## src/hdl/lis_defs.vh

```
// Register map, field positions and reset values of the interrupt cause bank.
// Included by the cause bank only; definitions only.
`ifndef LIS_DEFS_VH
`define LIS_DEFS_VH

// Word offsets on the Wishbone slave (byte addresses)
`define LIS_OFF_CAUSE      8'h10
`define LIS_OFF_MASK       8'h14
`define LIS_OFF_ENABLE     8'h18
`define LIS_OFF_CONTROL    8'h1c

// Cause bit positions
`define LIS_BIT_PAUSE_END  27
`define LIS_BIT_PAUSE_BEG  26
`define LIS_BIT_TX_RST     25
`define LIS_BIT_RX_RST     24
`define LIS_BIT_PARITY     23
`define LIS_BIT_SYSERR     22
`define LIS_BIT_MABORT     21
`define LIS_BIT_TABORT     20
`define LIS_BIT_RXS_OVR    16
`define LIS_BIT_SUMMARY    15
`define LIS_BIT_SWREQ      12
`define LIS_BIT_TX_URN     10
`define LIS_BIT_TX_IDLE    9
`define LIS_BIT_TX_ERR     8
`define LIS_BIT_TX_DESC    7
`define LIS_BIT_TX_OK      6
`define LIS_BIT_RX_ORN     5
`define LIS_BIT_RX_IDLE    4
`define LIS_BIT_RX_EARLY   3
`define LIS_BIT_RX_ERR     2
`define LIS_BIT_RX_DESC    1
`define LIS_BIT_RX_OK      0

// Summary covers bits 25 down to 16
`define LIS_SUM_HI         25
`define LIS_SUM_LO         16

// Bits that hold a latched event (reserved and summary bits excluded)
`define LIS_EVENT_MASK     28'hff117ff
// Reset values
`define LIS_CAUSE_RST      28'h3008000
`define LIS_MASK_RST       28'h0000000
`define LIS_ENABLE_RST     1'b0

// Control register field: software request bit
`define LIS_CTL_SWREQ      0

`endif

```

## src/hdl/lis_edge_det.v

```verilog
// Rising-edge detector for level inputs on the core clock.
// Assumes inputs are already synchronous to core_clk.
`default_nettype none

module lis_edge_det #(
	parameter WIDTH = 2
) (
	input  wire             core_clk,
	input  wire             arst_n,
	input  wire [WIDTH-1:0] level_in,
	output wire [WIDTH-1:0] rise_out
);

	reg [WIDTH-1:0] prev_reg;

	always @(posedge core_clk or negedge arst_n) begin
		if (!arst_n)
			prev_reg <= {WIDTH{1'b0}};
		else
			prev_reg <= level_in;
	end

	assign rise_out = level_in & ~prev_reg;

endmodule // lis_edge_det

`default_nettype wire

```

## src/hdl/lis_cause_bank.v

```verilog
// Interrupt cause bank of a bus-mastering Fast Ethernet controller: bits 27..0,
// with mask, global enable and control registers on a classic Wishbone slave.
// Assumes event pulses come from logic on core_clk; the parity and system-error
// levels are synchronous too. Soft reset is a one-cycle pulse on core_clk.
`include "lis_defs.vh"
`default_nettype none

module lis_cause_bank (
	input  wire        core_clk,
	input  wire        arst_n,
	input  wire        soft_rst,
	// Wishbone slave
	input  wire        wb_cyc_i,
	input  wire        wb_stb_i,
	input  wire        wb_we_i,
	input  wire [7:0]  wb_adr_i,
	input  wire [3:0]  wb_sel_i,
	input  wire [31:0] wb_dat_i,
	output reg  [31:0] wb_dat_o,
	output reg         wb_ack_o,
	// Event pulses, one core_clk cycle each
	input  wire        pause_end_evt,
	input  wire        pause_begin_evt,
	input  wire        tx_reset_done_evt,
	input  wire        rx_reset_done_evt,
	input  wire        master_abort_evt,
	input  wire        target_abort_evt,
	input  wire        rx_status_fifo_ovr_evt,
	input  wire        tx_fifo_starved_evt,
	input  wire        tx_frame_failed_evt,
	input  wire        tx_desc_done_evt,
	input  wire        tx_desc_descriptor_interrupt_request_bit_req,
	input  wire        tx_frame_good_evt,
	input  wire        rx_fifo_overflow_evt,
	input  wire        rx_threshold_evt,
	input  wire        rx_packet_start,
	input  wire        rx_frame_failed_evt,
	input  wire        rx_desc_done_evt,
	input  wire        rx_desc_descriptor_interrupt_request_bit_req,
	input  wire        rx_frame_good_evt,
	// State levels
	input  wire        tx_idle_state,
	input  wire        rx_idle_state,
	input  wire        parity_fault_flag,
	input  wire        system_fault_sent_flag,
	// Interrupt out
	output reg         host_interrupt_line,
	output wire        software_request_flag
);

	// ==========================================================
	// Local registers
	// ==========================================================
	reg [27:0] cause_reg;
	reg [27:0] cause_next;
	reg [27:0] interrupt_mask_bank_reg;
	reg        global_interrupt_gate_reg;
	reg        swreq_reg;
	reg        tx_idle_prev_reg;
	reg        rx_idle_prev_reg;
	reg        rx_early_done_reg;

	wire       wb_req;
	wire       wb_rd;
	wire       wb_wr;
	wire       rd_cause;
	wire [27:0] cause_view;
	wire [27:0] event_set;
	wire [2:0] lvl_rise;
	wire       swreq_set;

	assign wb_req   = wb_cyc_i & wb_stb_i & ~wb_ack_o;
	assign wb_rd    = wb_req & ~wb_we_i;
	assign wb_wr    = wb_req & wb_we_i;
	assign rd_cause = wb_rd & (wb_adr_i == `LIS_OFF_CAUSE);
	assign software_request_flag = swreq_reg;

	// ==========================================================
	// Level edges
	// ==========================================================
	// Software request register arrives here as a level so one edge helper serves it, parity and system error
	assign swreq_set = wb_wr & (wb_adr_i == `LIS_OFF_CONTROL) & wb_sel_i[0]
		& wb_dat_i[`LIS_CTL_SWREQ];

	lis_edge_det #(
		.WIDTH (3)
	) u_edges (
		.core_clk (core_clk),
		.arst_n   (arst_n),
		.level_in ({parity_fault_flag, system_fault_sent_flag, swreq_reg}),
		.rise_out (lvl_rise)
	);

	always @(posedge core_clk or negedge arst_n) begin
		if (!arst_n) begin
			tx_idle_prev_reg  <= 1'b1;
			rx_idle_prev_reg  <= 1'b1;
			rx_early_done_reg <= 1'b0;
		end else begin
			tx_idle_prev_reg <= tx_idle_state;
			rx_idle_prev_reg <= rx_idle_state;
			if (rx_packet_start)
				rx_early_done_reg <= 1'b0;
			else if (rx_threshold_evt)
				rx_early_done_reg <= 1'b1;
		end
	end

	// ==========================================================
	// Event vector
	// ==========================================================
	// Event sources, pause at bit 27 down to receive good at bit 0; reserved bits tie to zero
	assign event_set[`LIS_BIT_PAUSE_END] = pause_end_evt;
	assign event_set[`LIS_BIT_PAUSE_BEG] = pause_begin_evt;
	assign event_set[`LIS_BIT_TX_RST]    = tx_reset_done_evt;
	assign event_set[`LIS_BIT_RX_RST]    = rx_reset_done_evt;
	assign event_set[`LIS_BIT_PARITY]    = lvl_rise[2];
	assign event_set[`LIS_BIT_SYSERR]    = lvl_rise[1];
	assign event_set[`LIS_BIT_MABORT]    = master_abort_evt;
	assign event_set[`LIS_BIT_TABORT]    = target_abort_evt;
	assign event_set[19:17]              = 3'h0;
	assign event_set[`LIS_BIT_RXS_OVR]   = rx_status_fifo_ovr_evt;
	assign event_set[15:13]              = 3'h0;
	assign event_set[`LIS_BIT_SWREQ]     = lvl_rise[0];
	assign event_set[11]                 = 1'b0;
	assign event_set[`LIS_BIT_TX_URN]    = tx_fifo_starved_evt;
	assign event_set[`LIS_BIT_TX_IDLE]   = tx_idle_state & ~tx_idle_prev_reg;
	assign event_set[`LIS_BIT_TX_ERR]    = tx_frame_failed_evt;
	assign event_set[`LIS_BIT_TX_DESC]   = tx_desc_done_evt & tx_desc_descriptor_interrupt_request_bit_req;
	assign event_set[`LIS_BIT_TX_OK]     = tx_frame_good_evt;
	assign event_set[`LIS_BIT_RX_ORN]    = rx_fifo_overflow_evt;
	assign event_set[`LIS_BIT_RX_IDLE]   = rx_idle_state & ~rx_idle_prev_reg;
	assign event_set[`LIS_BIT_RX_EARLY]  = rx_threshold_evt & ~rx_early_done_reg & ~rx_packet_start;
	assign event_set[`LIS_BIT_RX_ERR]    = rx_frame_failed_evt;
	assign event_set[`LIS_BIT_RX_DESC]   = rx_desc_done_evt & rx_desc_descriptor_interrupt_request_bit_req;
	assign event_set[`LIS_BIT_RX_OK]     = rx_frame_good_evt;

	// ==========================================================
	// Cause latch
	// ==========================================================
	// Set wins over the read clear so an event landing on the read is kept
	always @* begin
		cause_next = cause_reg;
		if (rd_cause)
			cause_next = 28'h0;
		cause_next = (cause_next | event_set) & `LIS_EVENT_MASK;
	end

	assign cause_view = {cause_reg[27:16], |cause_reg[`LIS_SUM_HI:`LIS_SUM_LO], cause_reg[14:0]}
		& (`LIS_EVENT_MASK | (28'h1 << `LIS_BIT_SUMMARY));

	// ==========================================================
	// Registers and bus slave
	// ==========================================================
	always @(posedge core_clk or negedge arst_n) begin
		if (!arst_n) begin
			cause_reg                 <= `LIS_CAUSE_RST;
			interrupt_mask_bank_reg   <= `LIS_MASK_RST;
			global_interrupt_gate_reg <= `LIS_ENABLE_RST;
			swreq_reg                 <= 1'b0;
			wb_ack_o                  <= 1'b0;
			wb_dat_o                  <= 32'h0;
			host_interrupt_line       <= 1'b0;
		end else if (soft_rst) begin
			cause_reg                 <= `LIS_CAUSE_RST;
			interrupt_mask_bank_reg   <= `LIS_MASK_RST;
			global_interrupt_gate_reg <= `LIS_ENABLE_RST;
			swreq_reg                 <= 1'b0;
			wb_ack_o                  <= 1'b0;
			wb_dat_o                  <= 32'h0;
			host_interrupt_line       <= 1'b0;
		end else begin
			wb_ack_o  <= wb_req;
			cause_reg <= cause_next;
			// Cause offset absent from write decode
			if (wb_wr) begin
				case (wb_adr_i)
				`LIS_OFF_MASK: begin
					if (wb_sel_i[0]) interrupt_mask_bank_reg[7:0]   <= wb_dat_i[7:0];
					if (wb_sel_i[1]) interrupt_mask_bank_reg[15:8]  <= wb_dat_i[15:8];
					if (wb_sel_i[2]) interrupt_mask_bank_reg[23:16] <= wb_dat_i[23:16];
					if (wb_sel_i[3]) interrupt_mask_bank_reg[27:24] <= wb_dat_i[27:24];
				end
				`LIS_OFF_ENABLE: begin
					if (wb_sel_i[0]) global_interrupt_gate_reg <= wb_dat_i[0];
				end
				`LIS_OFF_CONTROL: begin
					if (wb_sel_i[0]) swreq_reg <= wb_dat_i[`LIS_CTL_SWREQ];
				end
				default: begin
				end
				endcase
			end
			if (wb_rd) begin
				case (wb_adr_i)
				`LIS_OFF_CAUSE:   wb_dat_o <= {4'h0, cause_view};
				`LIS_OFF_MASK:    wb_dat_o <= {4'h0, interrupt_mask_bank_reg};
				`LIS_OFF_ENABLE:  wb_dat_o <= {31'h0, global_interrupt_gate_reg};
				`LIS_OFF_CONTROL: wb_dat_o <= {31'h0, swreq_reg};
				// Unmapped offsets read zero and still acknowledge
				default:          wb_dat_o <= 32'h0;
				endcase
			end
			host_interrupt_line <= global_interrupt_gate_reg
				& (|(cause_view & interrupt_mask_bank_reg));
		end
	end

	// swreq_set is the write-one strobe of the request bit; kept for clarity of decode
	wire unused_swreq_set = swreq_set;

endmodule // lis_cause_bank

`default_nettype wire

```

## config.mk

```make
export PLATFORM = sky130hd
export DESIGN_NAME = lis_cause_bank
export DESIGN_NICKNAME = d
export VERILOG_FILES = /design/src/hdl/lis_edge_det.v /design/src/hdl/lis_cause_bank.v
export VERILOG_INCLUDE_DIRS = /design/src /design/src/hdl
export SDC_FILE = /design/constraint.sdc
export NUM_CORES = 1
export LEC_CHECK = 0
export BUFFER_PORTS_ARGS = -buffer_cell sky130_fd_sc_hd__buf_4
export CAP_MARGIN = 5
export CORE_ASPECT_RATIO = 1.75
export CORE_MARGIN = 2
export CORE_UTILIZATION = 50
export DETAILED_ROUTE_END_ITERATION = 12
export HOLD_SLACK_MARGIN = 0.05
export PLACE_DENSITY = 0.77
export SLEW_MARGIN = 20
export SYNTH_ARGS = -nofsm -noshare
export SYNTH_HDL_FRONTEND = slang
export SYNTH_SLANG_ARGS = --single-unit
```

## constraint.sdc

```tcl
create_clock -name core_clk -period 2.9 [get_ports core_clk]
set_input_delay 0.145 -clock core_clk [delete_from_list [all_inputs] [get_ports core_clk]]
set_output_delay 0.145 -clock core_clk [all_outputs]
set_load 0.01 [all_outputs]
```

[Word level (Yosys, flattened, before mapping)]
Cells that the tools add are included.
Cells by class
  bitwise logic cells: 22
  multiplexer cells: 23
  reductions and logical operators: 18
  equal/unequal tests: 4
Operator list (count)
  2-to-1 mux 28 bit: 5
  one-hot mux 28 bit (4 select lines): 1
  2-to-1 mux 32 bit: 2
  equality test 8 x 5 -> 1 bit, second input constant: 4
  AND 28 bit: 1
  bitwise OR 28 bit: 1
  OR reduction 28 bit: 1
  2-to-1 mux 8 bit: 3
  nonzero test 2 bit: 10
  AND reduction 3 bit: 6
  AND 1 bit: 12
  2-to-1 mux 1 bit: 11
  OR reduction 10 bit: 1
  NOT 1 bit: 6
  2-to-1 mux 4 bit: 1
  AND 3 bit: 1
  NOT 3 bit: 1
Storage, ports and cells
  word-level logic and storage cells: 81
  output and inout port bits: 35
  register bits: 98

[Longest topological paths before layout]
Gate-level depths: netlist (run 1).
  depth in word-level cells: 7
  depth in mapped cells: 6
  mapped depth without buffers: 4

[Hierarchy]
Synthesis (run 1) repeated with hierarchy kept, for this count alone.
Second synthesis, totals
  cells, all modules: 363
  area total of the unflattened synthesis: 3962.6 um^2
Modules (own cells, without submodules)
  lis_cause_bank: instances 1, area each 3846.2 um^2, cells an instance 357
  lis_edge_det: instances 1, area each 116.4 um^2, cells an instance 6

[Worst setup path after synthesis (run 1)]
No wires, ideal clock.
  path type: input port to flip-flop
  from: in wb_adr_i[5]
  to: reg cause_reg[25]
  arrival time: 1764 ps
  slack: 1054 ps
  stages on the path: 5
  path buffers: 2
  cells stage by stage: or4b_4 > buf_6 > or4_4 > buf_6 > a211o_1
Between the ends
  longest elaborated chain between the ends: 5
Ends and longest elaborated chain
  from (decl): RTL line lis_cause_bank.v:16  | input wire [7:0] wb_adr_i,
  equality test 8 x 5 -> 1 bit
  AND 1 bit: RTL line lis_cause_bank.v:75  | assign rd_cause = wb_rd & (wb_adr_i == `LIS_OFF_CAUSE);
  2-to-1 mux 28 bit: RTL line lis_cause_bank.v:144  | if (rd_cause)
  bitwise OR 28 bit: RTL line lis_cause_bank.v:146  | cause_next = (cause_next | event_set) & `LIS_EVENT_MASK;
  2-to-1 mux 28 bit: RTL line lis_cause_bank.v:164  | end else if (soft_rst) begin
  to (signal assigned): RTL line lis_cause_bank.v:157  | cause_reg <= `LIS_CAUSE_RST;
  to (signal assigned): RTL line lis_cause_bank.v:165  | cause_reg <= `LIS_CAUSE_RST;
  to (signal assigned): RTL line lis_cause_bank.v:174  | cause_reg <= cause_next;
  to (decl): RTL line lis_cause_bank.v:54  | reg [27:0] cause_reg;
Every way passes these cells.
A chain may end at the register's enable or synchronous reset.

[Final worst setup path (run 1)]
  from: reg wb_ack_o
  to: reg wb_dat_o[6]
Between the ends
  longest elaborated chain between the ends: 4
Ends and longest elaborated chain
  from (decl): RTL line lis_cause_bank.v:20  | output reg wb_ack_o,
  from (signal assigned): RTL line lis_cause_bank.v:173  | wb_ack_o <= wb_req;
  NOT 1 bit: RTL line lis_cause_bank.v:72  | assign wb_req = wb_cyc_i & wb_stb_i & ~wb_ack_o;
  AND 1 bit: RTL line lis_cause_bank.v:72
  AND 1 bit: RTL line lis_cause_bank.v:73  | assign wb_rd = wb_req & ~wb_we_i;
  nonzero test 2 bit (no line)
  to (signal assigned): RTL line lis_cause_bank.v:196  | `LIS_OFF_CAUSE: wb_dat_o <= {4'h0, cause_view};
  to (signal assigned): RTL line lis_cause_bank.v:197  | `LIS_OFF_MASK: wb_dat_o <= {4'h0, interrupt_mask_bank_reg};
  to (signal assigned): RTL line lis_cause_bank.v:198  | `LIS_OFF_ENABLE: wb_dat_o <= {31'h0, global_interrupt_gate_reg};
  to (decl): RTL line lis_cause_bank.v:19  | output reg [31:0] wb_dat_o,
Every way passes these cells.

==> impl_metrics.py, run 1 <==
metrics = {
    "outcome": {
        "outcome": "finished, final reports clean",
    },
    "layout": {
        "antenna_cells": 0,
        "fill_cells": 558,
        "final_nets": 531,
        "layoutNonFillerInstCount": 551,
        "signed_area_change_from_the_synthesized_netlist_to_the_final_layout_pct": 35.1,
        "drive_above_1_share_pct": 28.9,
    },
    "synth": {
        "syn_inst": 341,
        "synth_top_area_share_pct": 54.4,
        "async_flop_share_pct": 100,
        "cell_with_the_most_instances_after_synthesis": "dfrtp_1",
        "ys_ff_latch": 87,
        "synth-edff-count": 0,
        "seq_area_frac_synth_pct": 57.1,
        "synth_common_cells": "83 x dfrtp_1, 59 x nor2_1, 50 x mux2i_1",
        "library_cell_occupying_the_most_area_in_the_post_synthesis_netlist": "dfrtp_1",
        "netlist-cell-type-count": 35,
        "synth.avg_cell_area_um2": 11.2,
        "syn-cell-area_mm2": 0.00382,
        "ys_top_cells_by_area": "dfrtp_1 54%, mux2i_1 13%, nor2_1 5.8%",
        "synthFlopType": "dfrtp_1",
        "yosysWarningCount": 0,
    },
    "timing": {
        "hold_slack_ns": 0.0570,
        "tcrit_tclk_final_pct": 70.4,
        "fin_skew_ns": 0.00682,
        "rsz_0062_raised_after_global_routing": "no",
        "achievable-frequency_mhz": 490,
        "final-hold-violation-count": 0,
        "max_slew.worst_pin.slew_ns": 0.914,
        "final.setup.worst_slack_ns": 0.859,
        "timing.max_slew.rel_slack_pct": 38.5,
        "finalCriticalPeriod_ns": 2.04,
        "slew_viol_final": 0,
        "setup_total_negative_slack_ns": 0,
        "setup_violations": 0,
    },
    "grt": {
        "first_global_vias": 3049,
        "gr-usage-met2_pct": 40.1,
        "grt_overflow": 0,
        "first_pass_grt_wire_length_um": 15400,
        "gr-usage-all-layers_pct": 23.8,
        "groute.layer.met3.usage_pct": 4.87,
        "grt_util_met1_pct": 29.2,
        "grt_busiest_layer": "met2",
        "pin_count_of_the_biggest_net_entering_global_routing": 88,
        "number_of_antenna_violations_at_the_first_check_in_global_routing": 0,
    },
    "critical_path": {
        "timing.critical_path.to_type": "register",
        "cp_slowest_stage_delay_ns": 0.73,
        "cp.arrival_ns": 2.29,
        "crit_path_start_kind": "register",
        "worstPathCellList": "nand4bb_1 -> buf_4 -> nor3_1 -> or3b_1 -> o21ai_1",
        "crit_required_ns": 3.15,
        "maximum_fanout_encountered_on_the_critical_timing_path": 21,
        "crit_slowest_cell": "or3b_1",
        "crit_path_kind": "register to register",
    },
    "floorplan": {
        "count_of_pins_on_the_block_boundary": 108,
        "die_w_um": 70.1,
        "placementRows": 42,
        "area_of_the_die_mm2": 0.00838,
        "initial_core_util_pct": 51.2,
        "floorplan.die.height_um": 120,
        "placeableCoreArea_mm2": 0.00746,
    },
    "worst_hold_path": {
        "holdCritPathClass": "primary input to register",
    },
    "pwr": {
        "power.density_cell_area_mw_per_mm2": 530,
        "power_mw": 2.73,
        "peakVddDrop_uv": 384,
        "power_leakage_nw": 2.40,
    },
    "routing": {
        "route.detailed.vias_per_inst": 5.49,
        "drt_iter0_drc": 313,
        "drt.antenna.violating_nets": 0,
        "post_drt_wl_per_cell_um": 17.2,
        "drt_drc_violations_left": 0,
        "drt-total-wl_um": 9480,
        "detail_route.first_pass.iterations": 5,
        "vias": 3024,
    },
    "clock_tree": {
        "cts-root-to-sink-buffers": 2,
        "clkLatencyLatePin_ns": 0.34,
        "ctsHtreeMaxLevel": 3,
        "tritoncts.num_buffers": 9,
        "cts.clk_slew.worst_paths_ns": 0.06,
        "cts_sinks": 87,
        "cts.root.buffer_cell": "clkbuf_16",
        "cts_resized": 0,
        "cts_setup_buffers": 0,
        "cts_tree": "done",
    },
    "place": {
        "dp.final_hpwl_um": 6300,
        "placed_cells": 513,
        "gpl.final_weighted_congestion": 0.820,
        "placement.io_buffers": 99,
        "place_ws_ns": 0.655,
    },
    "flow_run": {
        "maxCapViolations": 0,
    },
}
==> cells in the final DEF (no fill, tap or decap), drive strengths merged, types with 5 or more instances in the layout <==
cell / netlist / layout
nor2b: 6 / 6
dfrtp: 83 / 83
buf: 10 / 105
a21oi: 19 / 19
dlygate4sd3: 0 / 22
o21ai: 21 / 21
mux2i: 50 / 50
nor2: 59 / 59
nand2: 21 / 21
nand4b: 5 / 5
a22oi: 18 / 18
clkbuf: 14 / 11
nor4: 9 / 9
==> stage by stage <==
step | utilization [%] | area (µm²)
final | 69.2 | 5160
after global routing | 69.2 | 5160
after CTS | 69.1 | 5160
after detailed placement | 61.7 | 4610
after global placement | 61.7 | 4610
after floorplan | - | 3830
==> worst max-delay path, delay by kind of cell (launching register included) <==
| family | cells | cell delay (ns) |
|---|---|---|
| compound gates | 1 | 0.27 |
| simple gates | 3 | 1.10 |
| buf+inv | 1 | 0.19 |
| flops | 1 | 0.38 |
==> power breakdown <==
part	switching (mW)	leakage, nW	internal [mW]
clock	0.461	0.158	0.799
combinational	0.108	1.07	0.111
sequential	0.0182	1.17	1.24
total	0.587	2.40	2.15
==> cell families (layout without fill, tap and decap cells) <==
| kind of cell | count (synthesis) | in the layout | share of synthesized area (%) |
|---|---|---|---|
| buf+inv | 24 | 143 | 3.24 |
| flops | 87 | 87 | 57.1 |
| mux | 51 | 51 | 13.7 |
| simple gates | 116 | 116 | 16.1 |
| compound gates | 62 | 62 | 9.70 |
| other cells | 1 | 4 | 0.0982 |
==> per-layer routing <==
layer  routed length [µm]  vias up  share of wire, %
li1                     -     1431                 -
met1                 3700     1477                39
met2                 5070       97                53
met3                  465       19               4.9
met4                  251        0               2.6
met5                    0        -                 0
==> timing repair <==
action	CTS	global route
setup endpoints to repair	0	0
hold endpoints to repair	21	0
hold buffers	22	0
==> final timing paths <==
check	from	endpoint	slack (ns)	cells past startpoint
worst max-delay path	wb_ack_o$_DFF_PN0_	wb_dat_o[6]$_DFFE_PN0P_	0.86	5
worst min-delay path	wb_dat_i[24]	interrupt_mask_bank_reg[24]$_DFFE_PN0P_	0.06	3
worst max register to register	wb_ack_o$_DFF_PN0_	wb_dat_o[6]$_DFFE_PN0P_	0.86	5
worst min register to register	software_request_flag$_DFFE_PN0P_	u_edges.prev_reg[0]$_DFF_PN0_	0.45	0
max in group asynchronous	arst_n	interrupt_mask_bank_reg[3]$_DFFE_PN0P_	1.93	2
min in group asynchronous	arst_n	u_edges.prev_reg[2]$_DFF_PN0_	0.40	2
==> final cells by class <==
| class | instances | area, µm² | share of cell area [%] |
|---|---|---|---|
| clock buffer | 11 | 253 | 4.90 |
| clock inverter | 5 | 80.1 | 1.55 |
| multi-input combinational | 233 | 1530 | 29.5 |
| sequential | 87 | 2180 | 42.3 |
| tap | 88 | 110 | 2.13 |
| timing repair buffer | 127 | 1010 | 19.6 |
Power figures use the tool's default switching activity.
==> run 2, diff against run 1 <==
Settings changed: CORE_UTILIZATION 50 to 47, PLACE_DENSITY 0.77 to 0.76.
Clock period 2.9 ns to 1.7 ns, I/O delays scaled along.
==> run 2 against run 1 <==
  * Global-route usage rose by 2.2 points
  * Die area grew 6.1%
  * Critical endpoint is now wb_dat_o[22]$_DFFE_PN0P_
  * Critical path depth unchanged
  * Combinational power grew 120%
  * Register-to-register slack worse by 0.80 ns
  * Utilization grew 4.5 points
==> impl_metrics.py, run 2 (synthesized netlist as in run 1, its figures left out) <==
metrics = {
    "place": {
        "placed_area_mm2": 0.00489,
        "placed_cells": 535,
        "placement.io_buffers": 99,
        "gpl.final_weighted_congestion": 0.867,
        "dp.final_hpwl_um": 7230,
    },
    "layout": {
        "leading_cell_types_in_the_layout_fill_and_taps_excluded": "116 x buf_4, 83 x dfrtp_1, 59 x nor2_1, 52 x dlygate4sd3_1, 50 x mux2i_1",
        "layout.area.seq_mm2": 0.00218,
        "design_area_mm2": 0.00583,
        "antenna_cells": 0,
        "fill_cells": 534,
        "final_common_cell": "buf_4",
        "drive_above_1_share_pct": 34.6,
        "multiInputGateArea_mm2": 0.00164,
        "layoutNonFillerInstCount": 604,
        "final_nets": 582,
        "signed_area_change_from_the_synthesized_netlist_to_the_final_layout_pct": 52.6,
    },
    "timing": {
        "slew_viol_final": 0,
        "setup_violations": 0,
        "hold_slack_ns": 0.0859,
        "finalCriticalPeriod_ns": 1.64,
        "tcrit_tclk_final_pct": 96.7,
        "achievable-frequency_mhz": 608,
        "setup_total_negative_slack_ns": 0,
        "final-hold-violation-count": 0,
        "rsz_0062_raised_after_global_routing": "yes",
        "fin_skew_ns": 0.00442,
    },
    "grt": {
        "groute.layer.met3.usage_pct": 4.73,
        "grt_busiest_layer": "met2",
        "grt_overflow": 0,
        "first_pass_grt_wire_length_um": 17200,
        "gr-usage-all-layers_pct": 25.9,
        "first_global_vias": 3429,
        "gr-usage-met2_pct": 44.4,
        "pin_count_of_the_biggest_net_entering_global_routing": 37,
        "grt_util_met1_pct": 32.1,
        "number_of_antenna_violations_at_the_first_check_in_global_routing": 0,
    },
    "floorplan": {
        "area_of_the_die_mm2": 0.00889,
        "floorplan.die.height_um": 123,
        "placeableCoreArea_mm2": 0.00791,
        "count_of_pins_on_the_block_boundary": 108,
        "initial_core_util_pct": 48.3,
        "die_w_um": 72.2,
        "placementRows": 43,
    },
    "critical_path": {
        "cp.arrival_ns": 1.91,
        "crit_path_kind": "register to register",
        "ff2ff_path_depth": 5,
        "timing.critical_path.to_type": "register",
        "crit_required_ns": 1.97,
        "r2r_setup_slack_ns": 0.06,
        "maximum_fanout_encountered_on_the_critical_timing_path": 20,
        "reg2reg_from": "wb_ack_o$_DFF_PN0_",
        "regToRegEndpoint": "wb_dat_o[22]$_DFFE_PN0P_",
        "crit_path_start_kind": "register",
    },
    "pwr": {
        "power_leakage_nw": 2.68,
        "power.switching_fraction_pct": 22.5,
        "power.share.combinational_pct": 10.1,
        "power_report.internal_total_mw": 3.71,
        "net-switching-power_mw": 1.08,
        "power.density_cell_area_mw_per_mm2": 821,
        "clock_power_share_pct": 45.1,
        "peakVddDrop_uv": 578,
        "seq_power_share_pct": 44.8,
    },
    "routing": {
        "drt_iter0_drc": 268,
        "post_drt_wl_per_cell_um": 17.8,
        "detail_route.first_pass.iterations": 5,
        "route.detailed.vias_per_inst": 5.46,
        "drt.antenna.violating_nets": 0,
        "drt_drc_violations_left": 0,
        "vias": 3300,
        "drt-total-wl_um": 10800,
    },
    "clock_tree": {
        "ctsHtreeMaxLevel": 3,
        "cts_tree": "done",
        "cts-root-to-sink-buffers": 2,
        "clkLatencyLatePin_ns": 0.34,
        "cts.root.buffer_cell": "clkbuf_16",
        "cts.clk_slew.worst_paths_ns": 0.06,
        "cts_sinks": 87,
        "tritoncts.num_buffers": 9,
    },
    "outcome": {
        "outcome": "finished, final reports clean",
    },
    "worst_hold_path": {
        "holdCritPathClass": "primary input to register",
        "min_delay_worst_endpoint": "cause_reg[0]$_DFF_PN0_",
        "hp-start": "soft_rst",
        "holdPathStages": 2,
    },
    "flow_run": {
        "maxCapViolations": 0,
    },
}
==> run 2: how the worst max path moves through the flow <==
stage	startpoint	to	slack [ns]	cells past startpoint
detailed placement	wb_adr_i[5]	wb_dat_o[5]$_DFFE_PN0P_	-0.21	6
floorplan	wb_ack_o$_DFF_PN0_	interrupt_mask_bank_reg[0]$_DFFE_PN0P_	-0.06	4
finish	wb_ack_o$_DFF_PN0_	wb_dat_o[22]$_DFFE_PN0P_	0.06	5
global route	wb_ack_o$_DFF_PN0_	interrupt_mask_bank_reg[8]$_DFFE_PN0P_	-0.03	7
CTS	wb_ack_o$_DFF_PN0_	wb_dat_o[9]$_DFFE_PN0P_	0.02	5
global placement	wb_adr_i[5]	interrupt_mask_bank_reg[12]$_DFFE_PN0P_	-0.14	7
==> run 2: critical path: stages, from the launching register on <==
cell and delay [ns]:
dfrtp_1 0.39, nand4bb_4 0.23, nor3_2 0.19, or3b_4 0.43, buf_12 0.17, o21ai_1 0.15
==> run 2: through the flow <==
step / utilization [%] / setup WS, ns / power [mW]
2_1_floorplan: - / -0.0642 / 2.33
3_3_place_gp: 61.8 / -0.138 / 2.55
3_5_place_dp: 61.8 / -0.208 / 2.55
4_1_cts: 72.8 / 0.0191 / 4.82
5_1_grt: 73.7 / -0.0325 / 4.97
6_report: 73.7 / 0.0560 / 4.79
==> run 2: routing by layer <==
layer | part of all wire [%] | routed length (µm)
met4 | 2.6 | 279
met2 | 54 | 5840
met5 | 0 | 0
met1 | 38 | 4140
met3 | 4.8 | 516
==> run 2: timing repair <==
| item | in CTS | in global routing |
|---|---|---|
| hold buffers | 52 | 0 |
| hold endpoints to repair | 107 | 0 |
| setup endpoints to repair | 21 | 43 |
| setup buffers | 0 | 0 |
| gates resized for setup | 4 | 8 |
| gates cloned | 0 | 1 |
| pin swaps | 0 | 1 |
==> run 2: final cells by class <==
| type | count | share of cell area, % |
|---|---|---|
| clock inverters | 6 | 1.59 |
| repair buffers | 178 | 26.8 |
| multi-input cells | 233 | 28.1 |
| well taps | 90 | 1.93 |
| flip-flops and latches | 87 | 37.4 |
| clock buffers | 10 | 4.10 |
==> run 2: power groups by stage <==
| stage | combinational, mW | clock [mW] | sequential, mW |
|---|---|---|---|
| 2_1_floorplan | 0.153 | 0 | 2.17 |
| 3_3_place_gp | 0.367 | 0 | 2.18 |
| 3_5_place_dp | 0.375 | 0 | 2.18 |
| 4_1_cts | 0.475 | 2.21 | 2.14 |
| 5_1_grt | 0.522 | 2.30 | 2.15 |
| 6_report | 0.485 | 2.16 | 2.14 |
==> run 3, diff against run 2 <==
Settings changed: MAX_ROUTING_LAYER from default to met4.
==> run 3 against run 2 <==
  * The run now ends with negative setup slack left
  * Clock power up 6%
  * Fmax shrank 4.6%
  * Largest cell class unchanged
  * Worst setup slack worse by 0.079 ns
==> impl_metrics.py, run 3 (synthesized netlist as in run 1, its figures left out) <==
metrics = {
    "clock_tree": {
        "tritoncts.num_buffers": 9,
        "cts.root.buffer_cell": "clkbuf_16",
        "ctsHtreeMaxLevel": 3,
        "clkLatencyLatePin_ns": 0.33,
        "cts.clk_slew.worst_paths_ns": 0.06,
        "cts_sinks": 87,
        "cts-root-to-sink-buffers": 2,
        "cts_tree": "done",
    },
    "pwr": {
        "peakVddDrop_uv": 745,
        "power.density_cell_area_mw_per_mm2": 844,
        "power_leakage_nw": 2.68,
    },
    "floorplan": {
        "area_of_the_die_mm2": 0.00889,
        "floorplan.die.height_um": 123,
        "placementRows": 43,
        "count_of_pins_on_the_block_boundary": 108,
        "die_w_um": 72.2,
        "initial_core_util_pct": 48.3,
        "placeableCoreArea_mm2": 0.00791,
    },
    "flow_run": {
        "maxCapViolations": 0,
    },
    "grt": {
        "number_of_antenna_violations_at_the_first_check_in_global_routing": 0,
        "pin_count_of_the_biggest_net_entering_global_routing": 57,
        "first_pass_grt_wire_length_um": 16900,
        "gr-usage-all-layers_pct": 26.1,
        "grt_overflow": 0,
        "first_global_vias": 3444,
    },
    "routing": {
        "detail_route.first_pass.iterations": 4,
        "route.detailed.vias_per_inst": 5.43,
        "drt-total-wl_um": 10600,
        "vias": 3278,
        "drt_drc_violations_left": 0,
        "drt_iter0_drc": 154,
        "post_drt_wl_per_cell_um": 17.6,
        "drt.antenna.violating_nets": 0,
    },
    "timing": {
        "achievable-frequency_mhz": 580,
        "setup_total_negative_slack_ns": -0.0435,
        "tcrit_tclk_final_pct": 101,
        "rsz_0062_raised_after_global_routing": "yes",
        "final-hold-violation-count": 0,
        "slew_viol_final": 0,
        "fin_skew_ns": 0.00404,
        "setup_violations": 3,
        "final.setup.worst_slack_ns": -0.0230,
        "finalCriticalPeriod_ns": 1.72,
    },
    "critical_path": {
        "maximum_fanout_encountered_on_the_critical_timing_path": 7,
        "cp.arrival_ns": 1.93,
        "crit_path_start_kind": "register",
        "reg2reg_from": "wb_ack_o$_DFF_PN0_",
        "critical_path_origin": "wb_ack_o$_DFF_PN0_",
        "timing.critical_path.to_type": "register",
        "crit_path_kind": "register to register",
        "crit_required_ns": 1.91,
    },
    "place": {
        "gpl.final_weighted_congestion": 0.891,
        "dp.final_hpwl_um": 7170,
        "placed_area_mm2": 0.00487,
        "placement.io_buffers": 99,
    },
    "layout": {
        "leading_cell_types_in_the_layout_fill_and_taps_excluded": "116 x buf_4, 83 x dfrtp_1, 59 x nor2_1, 52 x dlygate4sd3_1, 48 x mux2i_1",
        "finalCoreUtilization_pct": 73.6,
        "drive_above_1_share_pct": 34.6,
        "final_common_cell": "buf_4",
        "antenna_cells": 0,
        "fill_cells": 554,
        "final_nets": 582,
        "design_area_mm2": 0.00582,
        "signed_area_change_from_the_synthesized_netlist_to_the_final_layout_pct": 52.4,
    },
    "outcome": {
        "violated_checks": "negative setup slack",
        "outcome": "finished with violations",
    },
    "worst_hold_path": {
        "holdCritPathClass": "primary input to register",
        "hp-start": "soft_rst",
    },
}
==> run 3: cell types whose count changed in the layout (fill, tap and decap cells not counted), moves of 2 or more <==
cell,change
clkinvlp_4,-2
mux2i_2,+2
mux2i_1,-2
buf_6,+2
==> run 3: power breakdown <==
group          total [mW]  leakage (nW)  internal [mW]  switching [mW]
sequential           2.14          1.17           2.11          0.0352
clock                2.29         0.176           1.52           0.773
combinational       0.480          1.33          0.265           0.215
total                4.91          2.68           3.89            1.02
==> run 3: cell type report <==
type / count / area, µm² / share of cell area (%)
clock buffer: 11 / 253 / 4.34
clock inverter: 5 / 104 / 1.78
multi-input combinational: 233 / 1630 / 28.0
sequential: 87 / 2180 / 37.5
tap: 90 / 113 / 1.93
timing repair buffer: 178 / 1540 / 26.4
==> run 3: path summary, 6_finish.rpt <==
| check | to | slack (ns) | cells past startpoint |
|---|---|---|---|
| worst min register to register | u_edges.prev_reg[0]$_DFF_PN0_ | 0.47 | 0 |
| worst max-delay path | interrupt_mask_bank_reg[25]$_DFFE_PN0P_ | -0.02 | 7 |
| worst max register to register | interrupt_mask_bank_reg[25]$_DFFE_PN0P_ | -0.02 | 7 |
| max in group asynchronous | cause_reg[25]$_DFF_PN1_ | 0.79 | 3 |
| worst min-delay path | interrupt_mask_bank_reg[13]$_DFFE_PN0P_ | 0.09 | 2 |
| min in group asynchronous | wb_ack_o$_DFF_PN0_ | 0.24 | 2 |
==> run 3: critical path: stages, from the launching register on <==
cell,delay [ns]
dfrtp_1,0.41
buf_6,0.13
nand3b_1,0.19
buf_6,0.18
nor4_4,0.24
buf_6,0.17
mux2i_1,0.21
nor2_1,0.07
==> run 3: through the flow <==
stage          instances  hold WS [ns]  power (mW)  setup WS [ns]
6_report             604        0.0887        4.91        -0.0230
5_1_grt              604        0.0978        5.08        -0.0679
3_5_place_dp         535        0.0549        2.55         -0.139
3_3_place_gp         535        0.0504        2.54        -0.0856
2_1_floorplan        344        -0.211        2.33        -0.0642
4_1_cts              603        0.0697        4.95       0.000996
==> run 3: routing by layer <==
layer | global-route usage [%] | part of all wire, % | vias to the layer above
li1 | - | - | 1527
met1 | 29.4 | 38 | 1628
met5 | - | 0 | -
met4 | 9.91 | 2.4 | 0
met2 | 45.8 | 56 | 105
met3 | 4.48 | 4.2 | 18
==> run 3: what timing repair did <==
item	in CTS	in global routing
setup buffers	0	1
setup endpoints to repair	20	30
pin swaps	0	2
endpoints found under the hold margin	82	0
gates resized for setup	2	10
hold buffers	52	0
